### src/design/slcr_pkg.sv
// Shared constants for the serial link configuration register bank
package slcr_pkg;

   // Register bus geometry
   localparam int unsigned ADDR_W = 10;
   localparam int unsigned DATA_W = 8;

   // Register offsets (byte addresses on the plain register port)
   localparam logic [ADDR_W-1:0] ADDR_LINK_ENABLE   = 10'h200;
   localparam logic [ADDR_W-1:0] ADDR_OUTPUT_MODE   = 10'h201;
   localparam logic [ADDR_W-1:0] ADDR_FRAMES_PER_MF = 10'h202;
   localparam logic [ADDR_W-1:0] ADDR_SOFT_SYNC     = 10'h203;
   localparam logic [ADDR_W-1:0] ADDR_LINK_CONTROL  = 10'h204;
   localparam logic [ADDR_W-1:0] ADDR_TEST_CONTROL  = 10'h205;

   // Field widths
   localparam int unsigned MODE_W  = 6;
   localparam int unsigned KM1_W   = 8;
   localparam int unsigned TEST_W  = 5;
   localparam int unsigned SSEL_W  = 2;

   // Field positions inside the link control register
   localparam int unsigned CTRL_WHITEN_BIT = 0;
   localparam int unsigned CTRL_FORMAT_BIT = 1;
   localparam int unsigned CTRL_SSEL_LSB   = 2;
   localparam int unsigned CTRL_UPPER_BIT  = 4;

   // Reset values
   localparam logic              RST_LINK_ENABLE = 1'b1;
   localparam logic [MODE_W-1:0] RST_OUTPUT_MODE = 6'h00;
   localparam logic [KM1_W-1:0]  RST_KM1         = 8'h1F;
   localparam logic              RST_SOFT_SYNC_N = 1'b1;
   localparam logic [7:0]        RST_LINK_CTRL   = 8'h03;
   localparam logic [TEST_W-1:0] RST_TEST_CTRL   = 5'h00;

   // Sync source selections
   localparam logic [SSEL_W-1:0] SSEL_SINGLE_ENDED = 2'h0;
   localparam logic [SSEL_W-1:0] SSEL_TIMESTAMP    = 2'h1;
   localparam logic [SSEL_W-1:0] SSEL_SOFTWARE     = 2'h2;

   // Lane geometry and multiframe scaling
   localparam int unsigned LANES       = 8;
   localparam int unsigned UPPER_BASE  = 4;
   localparam int unsigned LCNT_W      = 4;
   localparam int unsigned K_W         = 12;
   localparam int unsigned E_W         = 3;
   localparam int unsigned F_W         = 5;
   localparam int unsigned K66_SHIFT   = 8;

   // Cycles the gated clocks run before the link leaves reset
   localparam int unsigned CLK_SETTLE_CYCLES = 4;
   localparam int unsigned SETTLE_W          = 4;

   typedef enum logic [1:0] {
      SLCR_OFF    = 2'b00,
      SLCR_CLK_ON = 2'b01,
      SLCR_RUN    = 2'b11
   } slcr_state_e;

endpackage

### src/design/slcr_k_calc.sv
// Effective frames per multiframe for the selected line coding
`timescale 1ns/1ps
module slcr_k_calc #(
   parameter int unsigned KW = slcr_pkg::K_W,
   parameter int unsigned EW = slcr_pkg::E_W,
   parameter int unsigned FW = slcr_pkg::F_W
) (
   input  wire logic                       i_clk,
   input  wire logic                       i_rstn,
   input  wire logic                       i_is_64b66b,
   input  wire logic [slcr_pkg::KM1_W-1:0] i_km1,
   input  wire logic [EW-1:0]              i_e,
   input  wire logic [FW-1:0]              i_f,
   output      logic [KW-1:0]              o_k_q
);

   logic [KW-1:0] num;
   logic [KW-1:0] den;
   logic [KW-1:0] k_d;

   always_comb
   begin
      num = KW'({i_e, {slcr_pkg::K66_SHIFT{1'b0}}});
      // A zero F would divide by zero; it is treated as one
      den = (i_f == '0) ? KW'(1) : KW'(i_f);
      if (i_is_64b66b)
         k_d = num / den;
      else
         k_d = KW'(i_km1) + KW'(1);
   end

   always_ff @(posedge i_clk or negedge i_rstn)
   begin
      if (!i_rstn)
         o_k_q <= KW'(slcr_pkg::RST_KM1) + KW'(1);
      else
         o_k_q <= k_d;
   end

endmodule

### src/design/slcr_pin_filter.sv
// Three-stage synchroniser for asynchronous pins, updating when stages two and three agree
`timescale 1ns/1ps
module slcr_pin_filter #(
   parameter int unsigned WIDTH = 1,
   parameter logic [WIDTH-1:0] RESET_VAL = '1
) (
   input  wire logic             i_clk,
   input  wire logic             i_rstn,
   input  wire logic [WIDTH-1:0] i_pin,
   output      logic [WIDTH-1:0] o_level_q
);

   logic [WIDTH-1:0] s1_q;
   logic [WIDTH-1:0] s2_q;
   logic [WIDTH-1:0] s3_q;

   always_ff @(posedge i_clk or negedge i_rstn)
   begin
      if (!i_rstn)
      begin
         s1_q <= RESET_VAL;
         s2_q <= RESET_VAL;
         s3_q <= RESET_VAL;
      end
      else
      begin
         s1_q <= i_pin;
         s2_q <= s1_q;
         s3_q <= s2_q;
      end
   end

   // Only stages two and three are compared; stage one may be metastable
   genvar g;
   generate
      for (g = 0; g < WIDTH; g++)
      begin : g_bit
         always_ff @(posedge i_clk or negedge i_rstn)
         begin
            if (!i_rstn)
               o_level_q[g] <= RESET_VAL[g];
            else if (s2_q[g] == s3_q[g])
               o_level_q[g] <= s3_q[g];
         end
      end
   endgenerate

endmodule

### src/design/slcr_serial_link_config_regs.sv
// Serial link configuration registers, sync request logic and link enable sequencing
`timescale 1ns/1ps
module slcr_serial_link_config_regs #(
   parameter int unsigned LANES  = slcr_pkg::LANES,
   parameter int unsigned SETTLE = slcr_pkg::CLK_SETTLE_CYCLES
) (
   input  wire logic                        i_clk,
   input  wire logic                        i_rstn,
   // Register port
   input  wire logic [slcr_pkg::ADDR_W-1:0] i_addr,
   input  wire logic [slcr_pkg::DATA_W-1:0] i_wdata,
   input  wire logic                        i_wr,
   input  wire logic                        i_rd,
   output      logic [slcr_pkg::DATA_W-1:0] o_rdata_q,
   // Sync pins, active low, asynchronous to i_clk
   input  wire logic                        i_single_ended_sync_input_n,
   input  wire logic                        i_timestamp_input_pair_n,
   // Decoded output mode from the mode table, same clock
   input  wire logic                        i_mode_uses_64b66b,
   input  wire logic [slcr_pkg::LCNT_W-1:0] i_mode_lane_count,
   input  wire logic [slcr_pkg::E_W-1:0]    i_mode_e,
   input  wire logic [slcr_pkg::F_W-1:0]    i_mode_f,
   // Settings toward the link
   output      logic [slcr_pkg::MODE_W-1:0] o_link_output_mode_q,
   output      logic [slcr_pkg::TEST_W-1:0] o_link_test_control_q,
   output      logic [slcr_pkg::K_W-1:0]    o_frames_per_multiframe_q,
   output      logic                        o_sync_request_q,
   output      logic [LANES-1:0]            o_lane_enable_q,
   output      logic                        o_sample_format_q,
   output      logic                        o_whitening_active_q,
   // Link power and reset control
   output      logic                        o_link_reset_n_q,
   output      logic                        o_serdes_power_down_q,
   output      logic                        o_link_clk_enable_q,
   output      logic                        o_mf_counter_reset_q
);

   // Register fields
   logic                        link_enable_q;
   logic [slcr_pkg::MODE_W-1:0] link_output_mode_q;
   logic [slcr_pkg::KM1_W-1:0]  frames_per_multiframe_minus_one_q;
   logic                        soft_sync_request_n_q;
   logic                        upper_lane_select_q;
   logic [slcr_pkg::SSEL_W-1:0] sync_source_q;
   logic                        sample_format_q;
   logic                        whitening_enable_q;
   logic [slcr_pkg::TEST_W-1:0] link_test_control_q;

   // Filtered sync pins
   logic                        se_sync_n_q;
   logic                        ts_sync_n_q;

   // Enable sequencer
   slcr_pkg::slcr_state_e       state_q;
   slcr_pkg::slcr_state_e       state_d;
   logic [slcr_pkg::SETTLE_W-1:0] settle_q;

   // Bus decode
   logic                        wr_enable;
   logic                        wr_mode;
   logic                        wr_km1;
   logic                        wr_sync;
   logic                        wr_ctrl;
   logic                        wr_test;
   logic [slcr_pkg::DATA_W-1:0] rdata_d;
   logic [slcr_pkg::DATA_W-1:0] link_ctrl_view;

   // Derived link controls
   logic                        sync_request_d;
   logic [LANES-1:0]            lane_enable_d;
   logic                        link_running;

   // ---------------------------------------------------------------
   // Write decode
   // ---------------------------------------------------------------
   assign wr_enable = i_wr && (i_addr == slcr_pkg::ADDR_LINK_ENABLE);
   assign wr_mode   = i_wr && (i_addr == slcr_pkg::ADDR_OUTPUT_MODE);
   assign wr_km1    = i_wr && (i_addr == slcr_pkg::ADDR_FRAMES_PER_MF);
   assign wr_sync   = i_wr && (i_addr == slcr_pkg::ADDR_SOFT_SYNC);
   assign wr_ctrl   = i_wr && (i_addr == slcr_pkg::ADDR_LINK_CONTROL);
   assign wr_test   = i_wr && (i_addr == slcr_pkg::ADDR_TEST_CONTROL);

   // Reserved bits are dropped on write; they always read back as zero
   always_ff @(posedge i_clk or negedge i_rstn)
   begin
      if (!i_rstn)
         link_enable_q <= slcr_pkg::RST_LINK_ENABLE;
      else if (wr_enable)
         link_enable_q <= i_wdata[0];
   end

   always_ff @(posedge i_clk or negedge i_rstn)
   begin
      if (!i_rstn)
         link_output_mode_q <= slcr_pkg::RST_OUTPUT_MODE;
      else if (wr_mode)
         link_output_mode_q <= i_wdata[slcr_pkg::MODE_W-1:0];
   end

   // The write is not blocked while the link runs; software must clear enable first
   always_ff @(posedge i_clk or negedge i_rstn)
   begin
      if (!i_rstn)
         frames_per_multiframe_minus_one_q <= slcr_pkg::RST_KM1;
      else if (wr_km1)
         frames_per_multiframe_minus_one_q <= i_wdata;
   end

   always_ff @(posedge i_clk or negedge i_rstn)
   begin
      if (!i_rstn)
         soft_sync_request_n_q <= slcr_pkg::RST_SOFT_SYNC_N;
      else if (wr_sync)
         soft_sync_request_n_q <= i_wdata[0];
   end

   always_ff @(posedge i_clk or negedge i_rstn)
   begin
      if (!i_rstn)
      begin
         whitening_enable_q  <= slcr_pkg::RST_LINK_CTRL[slcr_pkg::CTRL_WHITEN_BIT];
         sample_format_q     <= slcr_pkg::RST_LINK_CTRL[slcr_pkg::CTRL_FORMAT_BIT];
         sync_source_q       <= slcr_pkg::RST_LINK_CTRL[slcr_pkg::CTRL_SSEL_LSB +: 2];
         upper_lane_select_q <= slcr_pkg::RST_LINK_CTRL[slcr_pkg::CTRL_UPPER_BIT];
      end
      else if (wr_ctrl)
      begin
         whitening_enable_q  <= i_wdata[slcr_pkg::CTRL_WHITEN_BIT];
         sample_format_q     <= i_wdata[slcr_pkg::CTRL_FORMAT_BIT];
         sync_source_q       <= i_wdata[slcr_pkg::CTRL_SSEL_LSB +: 2];
         upper_lane_select_q <= i_wdata[slcr_pkg::CTRL_UPPER_BIT];
      end
   end

   always_ff @(posedge i_clk or negedge i_rstn)
   begin
      if (!i_rstn)
         link_test_control_q <= slcr_pkg::RST_TEST_CTRL;
      else if (wr_test)
         link_test_control_q <= i_wdata[slcr_pkg::TEST_W-1:0];
   end

   // ---------------------------------------------------------------
   // Read path: data stand for the one cycle after the strobe only
   // ---------------------------------------------------------------
   always_comb
   begin
      link_ctrl_view = '0;
      link_ctrl_view[slcr_pkg::CTRL_WHITEN_BIT]      = whitening_enable_q;
      link_ctrl_view[slcr_pkg::CTRL_FORMAT_BIT]      = sample_format_q;
      link_ctrl_view[slcr_pkg::CTRL_SSEL_LSB +: 2]   = sync_source_q;
      link_ctrl_view[slcr_pkg::CTRL_UPPER_BIT]       = upper_lane_select_q;
   end

   always_comb
   begin
      rdata_d = '0;
      case (i_addr)
         slcr_pkg::ADDR_LINK_ENABLE:   rdata_d = {7'h00, link_enable_q};
         slcr_pkg::ADDR_OUTPUT_MODE:   rdata_d = {2'h0, link_output_mode_q};
         slcr_pkg::ADDR_FRAMES_PER_MF: rdata_d = frames_per_multiframe_minus_one_q;
         slcr_pkg::ADDR_SOFT_SYNC:     rdata_d = {7'h00, soft_sync_request_n_q};
         slcr_pkg::ADDR_LINK_CONTROL:  rdata_d = link_ctrl_view;
         slcr_pkg::ADDR_TEST_CONTROL:  rdata_d = {3'h0, link_test_control_q};
         default:                      rdata_d = '0;
      endcase
   end

   always_ff @(posedge i_clk or negedge i_rstn)
   begin
      if (!i_rstn)
         o_rdata_q <= '0;
      else if (i_rd)
         o_rdata_q <= rdata_d;
      else
         o_rdata_q <= '0;
   end

   // ---------------------------------------------------------------
   // Sync request
   // ---------------------------------------------------------------
   slcr_pin_filter #(
      .WIDTH     (2),
      .RESET_VAL (2'h3)
   ) u_sync_pins (
      .i_clk     (i_clk),
      .i_rstn    (i_rstn),
      .i_pin     ({i_timestamp_input_pair_n, i_single_ended_sync_input_n}),
      .o_level_q ({ts_sync_n_q, se_sync_n_q})
   );

   // Software request is ORed with the selected pin; a stuck pin is escaped
   // by selecting any other source, and the reserved code also uses no pin
   always_comb
   begin
      sync_request_d = !soft_sync_request_n_q;
      case (sync_source_q)
         slcr_pkg::SSEL_SINGLE_ENDED: sync_request_d = sync_request_d || !se_sync_n_q;
         slcr_pkg::SSEL_TIMESTAMP:    sync_request_d = sync_request_d || !ts_sync_n_q;
         slcr_pkg::SSEL_SOFTWARE:     sync_request_d = sync_request_d;
         default:                     sync_request_d = sync_request_d;
      endcase
   end

   always_ff @(posedge i_clk or negedge i_rstn)
   begin
      if (!i_rstn)
         o_sync_request_q <= 1'b0;
      else
         o_sync_request_q <= sync_request_d;
   end

   // ---------------------------------------------------------------
   // Link enable sequencer: clocks first, then release from reset
   // ---------------------------------------------------------------
   always_comb
   begin
      state_d = state_q;
      case (state_q)
         slcr_pkg::SLCR_OFF:
            if (link_enable_q)
               state_d = slcr_pkg::SLCR_CLK_ON;
         slcr_pkg::SLCR_CLK_ON:
            if (!link_enable_q)
               state_d = slcr_pkg::SLCR_OFF;
            else if (settle_q == slcr_pkg::SETTLE_W'(SETTLE - 1))
               state_d = slcr_pkg::SLCR_RUN;
         slcr_pkg::SLCR_RUN:
            if (!link_enable_q)
               state_d = slcr_pkg::SLCR_OFF;
         default:
            state_d = slcr_pkg::SLCR_OFF;
      endcase
   end

   always_ff @(posedge i_clk or negedge i_rstn)
   begin
      if (!i_rstn)
         state_q <= slcr_pkg::SLCR_OFF;
      else
         state_q <= state_d;
   end

   always_ff @(posedge i_clk or negedge i_rstn)
   begin
      if (!i_rstn)
         settle_q <= '0;
      else if (state_q == slcr_pkg::SLCR_CLK_ON)
         settle_q <= settle_q + slcr_pkg::SETTLE_W'(1);
      else
         settle_q <= '0;
   end

   assign link_running = (state_q == slcr_pkg::SLCR_RUN);

   // Power, clock and reset controls follow the sequencer state
   always_ff @(posedge i_clk or negedge i_rstn)
   begin
      if (!i_rstn)
      begin
         o_link_clk_enable_q   <= 1'b0;
         o_serdes_power_down_q <= 1'b1;
         o_link_reset_n_q      <= 1'b0;
         o_mf_counter_reset_q  <= 1'b1;
      end
      else
      begin
         o_link_clk_enable_q   <= (state_d != slcr_pkg::SLCR_OFF);
         o_serdes_power_down_q <= (state_d == slcr_pkg::SLCR_OFF);
         o_link_reset_n_q      <= (state_d == slcr_pkg::SLCR_RUN);
         o_mf_counter_reset_q  <= (state_d != slcr_pkg::SLCR_RUN);
      end
   end

   // ---------------------------------------------------------------
   // Lane mapping: one term per lane
   // ---------------------------------------------------------------
   genvar ln;
   generate
      for (ln = 0; ln < LANES; ln++)
      begin : g_lane
         localparam logic [slcr_pkg::LCNT_W:0] LANE_IDX = (slcr_pkg::LCNT_W+1)'(ln);
         localparam logic [slcr_pkg::LCNT_W:0] BASE     =
            (slcr_pkg::LCNT_W+1)'(slcr_pkg::UPPER_BASE);
         // Upper mapping with more than four lanes is left as computed
         always_comb
         begin
            if (upper_lane_select_q)
               lane_enable_d[ln] = (LANE_IDX >= BASE) &&
                  ((LANE_IDX - BASE) < {1'b0, i_mode_lane_count});
            else
               lane_enable_d[ln] = LANE_IDX < {1'b0, i_mode_lane_count};
         end
      end
   endgenerate

   always_ff @(posedge i_clk or negedge i_rstn)
   begin
      if (!i_rstn)
         o_lane_enable_q <= '0;
      else if (link_running)
         o_lane_enable_q <= lane_enable_d;
      else
         o_lane_enable_q <= '0;
   end

   // ---------------------------------------------------------------
   // Multiframe length, coding and pass-through settings
   // ---------------------------------------------------------------
   slcr_k_calc #(
      .KW          (slcr_pkg::K_W),
      .EW          (slcr_pkg::E_W),
      .FW          (slcr_pkg::F_W)
   ) u_k_calc (
      .i_clk       (i_clk),
      .i_rstn      (i_rstn),
      .i_is_64b66b (i_mode_uses_64b66b),
      .i_km1       (frames_per_multiframe_minus_one_q),
      .i_e         (i_mode_e),
      .i_f         (i_mode_f),
      .o_k_q       (o_frames_per_multiframe_q)
   );

   always_ff @(posedge i_clk or negedge i_rstn)
   begin
      if (!i_rstn)
      begin
         o_whitening_active_q <= slcr_pkg::RST_LINK_CTRL[slcr_pkg::CTRL_WHITEN_BIT];
         o_sample_format_q    <= slcr_pkg::RST_LINK_CTRL[slcr_pkg::CTRL_FORMAT_BIT];
      end
      else
      begin
         o_whitening_active_q <= i_mode_uses_64b66b || whitening_enable_q;
         o_sample_format_q    <= sample_format_q;
      end
   end

   assign o_link_output_mode_q  = link_output_mode_q;
   assign o_link_test_control_q = link_test_control_q;

endmodule

### config.mk
export PLATFORM = sky130hd
export DESIGN_NAME = slcr_serial_link_config_regs
export DESIGN_NICKNAME = d
export VERILOG_FILES = /design/src/design/slcr_pkg.sv /design/src/design/slcr_k_calc.sv /design/src/design/slcr_pin_filter.sv /design/src/design/slcr_serial_link_config_regs.sv
export SDC_FILE = /design/constraint.sdc
export NUM_CORES = 1
export LEC_CHECK = 0
export BUFFER_PORTS_ARGS = -buffer_cell sky130_fd_sc_hd__buf_4
export CAP_MARGIN = 20
export CORE_ASPECT_RATIO = 1.75
export CORE_MARGIN = 2
export CORE_UTILIZATION = 63
export CTS_CLUSTER_DIAMETER = 30
export CTS_CLUSTER_SIZE = 8
export DETAILED_ROUTE_END_ITERATION = 6
export PLACE_DENSITY = 0.86
export SYNTH_ARGS = -nofsm -noshare
export SYNTH_HDL_FRONTEND = slang
export SYNTH_SLANG_ARGS = --single-unit
### constraint.sdc
create_clock -name i_clk -period 4 [get_ports i_clk]
set_input_delay 0.2 -clock i_clk [delete_from_list [all_inputs] [get_ports i_clk]]
set_output_delay 0.2 -clock i_clk [all_outputs]
set_load 0.01 [all_outputs]
==> results of run 1 <==
[synth_stat cells (4+ instances only)]
cell                        n
sky130_fd_sc_hd__inv_1     25
sky130_fd_sc_hd__clkbuf_1  13
sky130_fd_sc_hd__xor2_1    12
sky130_fd_sc_hd__dfstp_2   22
sky130_fd_sc_hd__ha_1      43
sky130_fd_sc_hd__dfrtp_1   53
sky130_fd_sc_hd__or3_1      8
sky130_fd_sc_hd__nor2b_1   18
sky130_fd_sc_hd__nor2_1    62
sky130_fd_sc_hd__or2_2      6
sky130_fd_sc_hd__a22oi_1    4
sky130_fd_sc_hd__a31oi_1    6
sky130_fd_sc_hd__nand2b_1   6
sky130_fd_sc_hd__o31ai_1    7
sky130_fd_sc_hd__o211ai_1   5
sky130_fd_sc_hd__mux2i_1   16
sky130_fd_sc_hd__and3_1     9
sky130_fd_sc_hd__o21a_1    10
sky130_fd_sc_hd__a21o_1     6
sky130_fd_sc_hd__a211oi_1   9
sky130_fd_sc_hd__nand2_1   45
sky130_fd_sc_hd__a22o_1     4
sky130_fd_sc_hd__nand3_1   11
sky130_fd_sc_hd__o21ai_0   31
sky130_fd_sc_hd__mux2_2    41
sky130_fd_sc_hd__a21oi_1   37
sky130_fd_sc_hd__and2_1    11
sky130_fd_sc_hd__nor3_1    12
sky130_fd_sc_hd__nand4_1    9
sky130_fd_sc_hd__xnor2_1   15
[cells by family after synthesis]
kind of cell | after synthesis | synth area share (%)
adders and majority gates | 47 | 9.851
buffers and inverters | 42 | 2.892
muxes | 59 | 11.02
xor gates and xnor gates | 28 | 4.234
DFF | 75 | 31.90
other | 1 | 0.06282
and+or+nand+nor | 222 | 19.74
AOI/OAI and AO/OA | 163 | 20.29
[metrics by stage]
| stage | setup WS [ns] | TNS [ns] | std cells | area (um^2) | util, % |
|---|---|---|---|---|---|
| floorplan | -11.64 | -51.08 | 638 | 6198 | - |
| global placement | -10.68 | -46.44 | 1009 | 8235 | 88.08 |
| detailed placement | -11.92 | -52.36 | 1009 | 8235 | 88.08 |
==> results.cfg, run 1 <==
[floorplanning]
start_util_pct = 63.84
die_h_um = 132.8
chip_width_um = 77.59
design.portCount = 83
row_count = 47

[outcome]
firstError = [ERROR DPL-0033] detailed placement checks failed during check placement.
flow.stopped_at = clock tree synthesis (4_1_cts)
run_status = stopped before the end

[clock_network]
clockBufferDepth = 2
numCtsBuffers = 9
h-tree-depth = 3
cts-resized-gates = 80
cts_hold_buf = 2
cts_sinks = 75
cts.root.buffer_cell = sky130_fd_sc_hd__clkbuf_16
post-cts-setup-buffers = 45

[yosys]
netlist_area_um2 = 5969
synth-main-ff-cell = sky130_fd_sc_hd__dfrtp_1
syn-mean-instance-area_um2 = 9.371
synth_top_area_share_pct = 22.22
post_synth_inst_count = 637
synth_sequential_area_ratio_pct = 31.90
yosysUniqueCellTypes = 83
synth.ff_latch_count = 75
ranking_of_synthesized_cells_by_area = sky130_fd_sc_hd__dfrtp_1 22%, sky130_fd_sc_hd__dfstp_2 9.7%, sky130_fd_sc_hd__ha_1 9.0%, sky130_fd_sc_hd__mux2_2 7.7%, sky130_fd_sc_hd__nor2_1 3.9%
synth_edf_count = 0
synth_warnings = 0
synth_async_sr_flop_share_pct = 100.0
yosys.area.top_type = sky130_fd_sc_hd__dfrtp_1

[placed_design]
buffer_ports.inserted = 82
gpl.final_weighted_congestion = 0.9683
place.detailed.hpwl_um = 16980
==> run 2, diff against run 1 <==
- CORE_ASPECT_RATIO: 1.75 -> not set
- CORE_UTILIZATION: 63 -> 40
- CTS_CLUSTER_DIAMETER: 30 -> not set
- CTS_CLUSTER_SIZE: 8 -> not set
- PLACE_DENSITY: 0.86 -> not set
- PLACE_DENSITY_LB_ADDON: not set -> 0.15
==> results.cfg, run 2 <==
[outcome]
run_status = finished with violations
violations = negative hold slack, negative setup slack

[clock_network]
cts_tree = built
numCtsBuffers = 9
clockBufferDepth = 2
cts.root.buffer_cell = sky130_fd_sc_hd__clkbuf_16
cts_sinks = 75
clk_latency_ns = 0.32
h-tree-depth = 3
clk_transition_reported_paths_ns = 0.06

[setup_path]
critical_r2r_launch = frames_per_multiframe_minus_one_q[0]$_DFFE_PN1P_
crit_fanout = 12
endpoint_kind = flop
worst_setup_path_start_kind = input port
critical_path_class = input port to flop
critical-path-slowest-cell = sky130_fd_sc_hd__o41a_1
critPathArrivalTime_ns = 14.91
r2r_slack_ns = 2.49
reg2reg_to = u_k_calc.o_k_q[6]$_DFF_PN0_
critical-path-max-stage-delay_ns = 0.42
worst_r2r_path_depth = 6
timing.critical_path.mode_cell = sky130_fd_sc_hd__buf_4
critical_path_required_ns = 4.25

[yosys]
synth_async_sr_flop_share_pct = 100.0
post-synth-top-count-cell = sky130_fd_sc_hd__nor2_1
ranking_of_synthesized_cells_by_area = sky130_fd_sc_hd__dfrtp_1 22%, sky130_fd_sc_hd__dfstp_2 9.7%, sky130_fd_sc_hd__ha_1 9.0%, sky130_fd_sc_hd__mux2_2 7.7%, sky130_fd_sc_hd__nor2_1 3.9%
synth.top_cells.by_count = 62 x sky130_fd_sc_hd__nor2_1, 53 x sky130_fd_sc_hd__dfrtp_1, 45 x sky130_fd_sc_hd__nand2_1
netlist_area_um2 = 5969
yosys.area.top_type = sky130_fd_sc_hd__dfrtp_1
synth_top_area_share_pct = 22.22
yosysUniqueCellTypes = 83
synth_warnings = 0
synth.ff_latch_count = 75
synth_sequential_area_ratio_pct = 31.90
syn-mean-instance-area_um2 = 9.371
synth_edf_count = 0
synth-main-ff-cell = sky130_fd_sc_hd__dfrtp_1
post_synth_inst_count = 637

[sta]
timing.final.crit_period_ns = 14.66
final_report_setup_violation_count = 8
grt_setup_unrepaired = yes
fin_hold_ws_ns = -0.003400
timing_limited_maximum_frequency_ghz = 0.06821
worstMarginPinSlew_ns = 0.9349
clock_skew_after_layout_ns = 0.003529
drv_slew = 0
post-route-worst-setup-slack_ns = -10.66
timing.slew.headroom_pct = 37.54
fin_crit_sh_pct = 366.5
final_hold_viol_count = 4

[placed_design]
buffer_ports.inserted = 82
gpl.final_weighted_congestion = 0.9434
dp.cells = 1075
place.detailed.hpwl_um = 13890
placement.setup.worst_slack_ns = -11.35

[global_route]
grt_remaining_overflow = 0
via_count_of_the_first_global_routing_pass = 6655
grt_start_max_net_pins = 76
antenna_found_initial = 0
grt_use_total_pct = 23.91
grt_first_pass_wirelength_um = 31450

[cells_and_area]
areaGrowthSynthToFinish_pct = 64.01
final_cell_count_no_fill = 1183
fillerInstances = 1151
num-nets-final = 1075
antenna-diode-count = 0
commonest_non_fill_non_tap_cells_in_the_layout = 330 x sky130_fd_sc_hd__buf_4, 53 x sky130_fd_sc_hd__nor2_1, 53 x sky130_fd_sc_hd__dfrtp_1, 43 x sky130_fd_sc_hd__nand2_1, 35 x sky130_fd_sc_hd__mux2_2
largest_reg_flops = 12
most_common_library_cell_in_the_layout_ignoring_fill_and_taps = sky130_fd_sc_hd__buf_4
max_flop_register = u_k_calc.o_k_q
layout-drive-gt1-share_pct = 54.25

[routing]
remaining_drc_errors = 0
detail_route.wl_per_cell_um = 16.53
drt-initial-drc-count = 241
routed_wirelength_um = 19550
viasPerCell = 5.373
drt_pre_antenna_iters = 5
drt.antenna.violating_nets = 0
vias = 6356

[floorplanning]
design.portCount = 83
design.die.area_um2 = 15920
chip_width_um = 126.2
start_util_pct = 41.07
placeableCoreArea_um2 = 14530
die_h_um = 126.2
row_count = 44

[flow_run]
cap_viol_max_count = 0

[worst_hold_path]
worst_hold_path_type = input port to asynchronous set/reset pin
==> run 2: cell counts after synthesis <==
Identical to the previous run, type by type.
==> run 2: logic make-up (layout without fill, tap and decap cells) <==
logic type,count (synthesis),count (layout),share of synthesized area (%)
DFF,75,75,31.90
and+or+nand+nor,222,223,19.74
muxes,59,59,11.02
buffers and inverters,42,402,2.892
adders and majority gates,47,47,9.851
xor gates and xnor gates,28,28,4.234
AOI/OAI and AO/OA,163,163,20.29
other,1,2,0.06282
==> run 2: per-layer routing <==
layer / GRT usage (%) / part of all wire [%] / wire, um
met3: 2.506 / 3.2 / 632
met2: 43.14 / 51 / 9953
met1: 29.21 / 43 / 8456
met4: 9.373 / 2.6 / 512
met5: 0 / 0 / 0
==> run 2: timing repair <==
action / 4_1_cts / 5_1_grt
setup buffers: 63 / 32
pin swaps: 55 / 34
endpoints found under the setup margin: 8 / 8
endpoints found under the hold margin: 2 / 0
hold buffers: 2 / 0
cloned: 1 / 0
resized for setup: 61 / 40
==> run 2: worst max-delay path by stage <==
stage | startpoint | end | slack (ns)
6_report | i_mode_f[2] | u_k_calc.o_k_q[0]$_DFF_PN0_ | -10.66
5_1_grt | i_mode_f[2] | u_k_calc.o_k_q[0]$_DFF_PN0_ | -11.44
4_1_cts | i_mode_f[4] | u_k_calc.o_k_q[0]$_DFF_PN0_ | -10.35
3_5_place_dp | i_mode_f[2] | u_k_calc.o_k_q[0]$_DFF_PN0_ | -11.35
3_3_place_gp | i_mode_f[2] | u_k_calc.o_k_q[0]$_DFF_PN0_ | -10.80
2_1_floorplan | i_mode_f[2] | u_k_calc.o_k_q[0]$_DFF_PN0_ | -11.64
==> run 2: critical path, delay by kind of cell <==
| kind | cells | cell delay, ns |
|---|---|---|
| mux | 2 | 0.66 |
| buf+inv | 20 | 2.46 |
| simple gates | 24 | 3.29 |
| fa+ha+maj | 11 | 2.85 |
| compound gates | 28 | 5.40 |
==> run 2: cell type report <==
type / instances / area [um^2] / area share, %
clock inverter: 4 / 50.05 / 0.5112
clock buffer: 12 / 256.5 / 2.620
tap: 184 / 230.2 / 2.351
sequential: 75 / 1904 / 19.45
inverter: 26 / 100.1 / 1.022
timing repair buffer: 360 / 2813 / 28.73
multi-input combinational: 522 / 4437 / 45.32
==> run 2: stage by stage <==
stage	area [um^2]	utilization [%]	TNS, ns
2_1_floorplan	6198	-	-51.08
3_3_place_gp	8343	57.40	-47.53
3_5_place_dp	8343	57.40	-49.87
4_1_cts	9399	64.67	-43.97
5_1_grt	9791	67.36	-49.36
6_report	9791	67.36	-45.87
Power of run 2 is left out: the tool's default activity adds up to more than one toggle a clock period on the data nets, which glitch-free logic cannot reach.
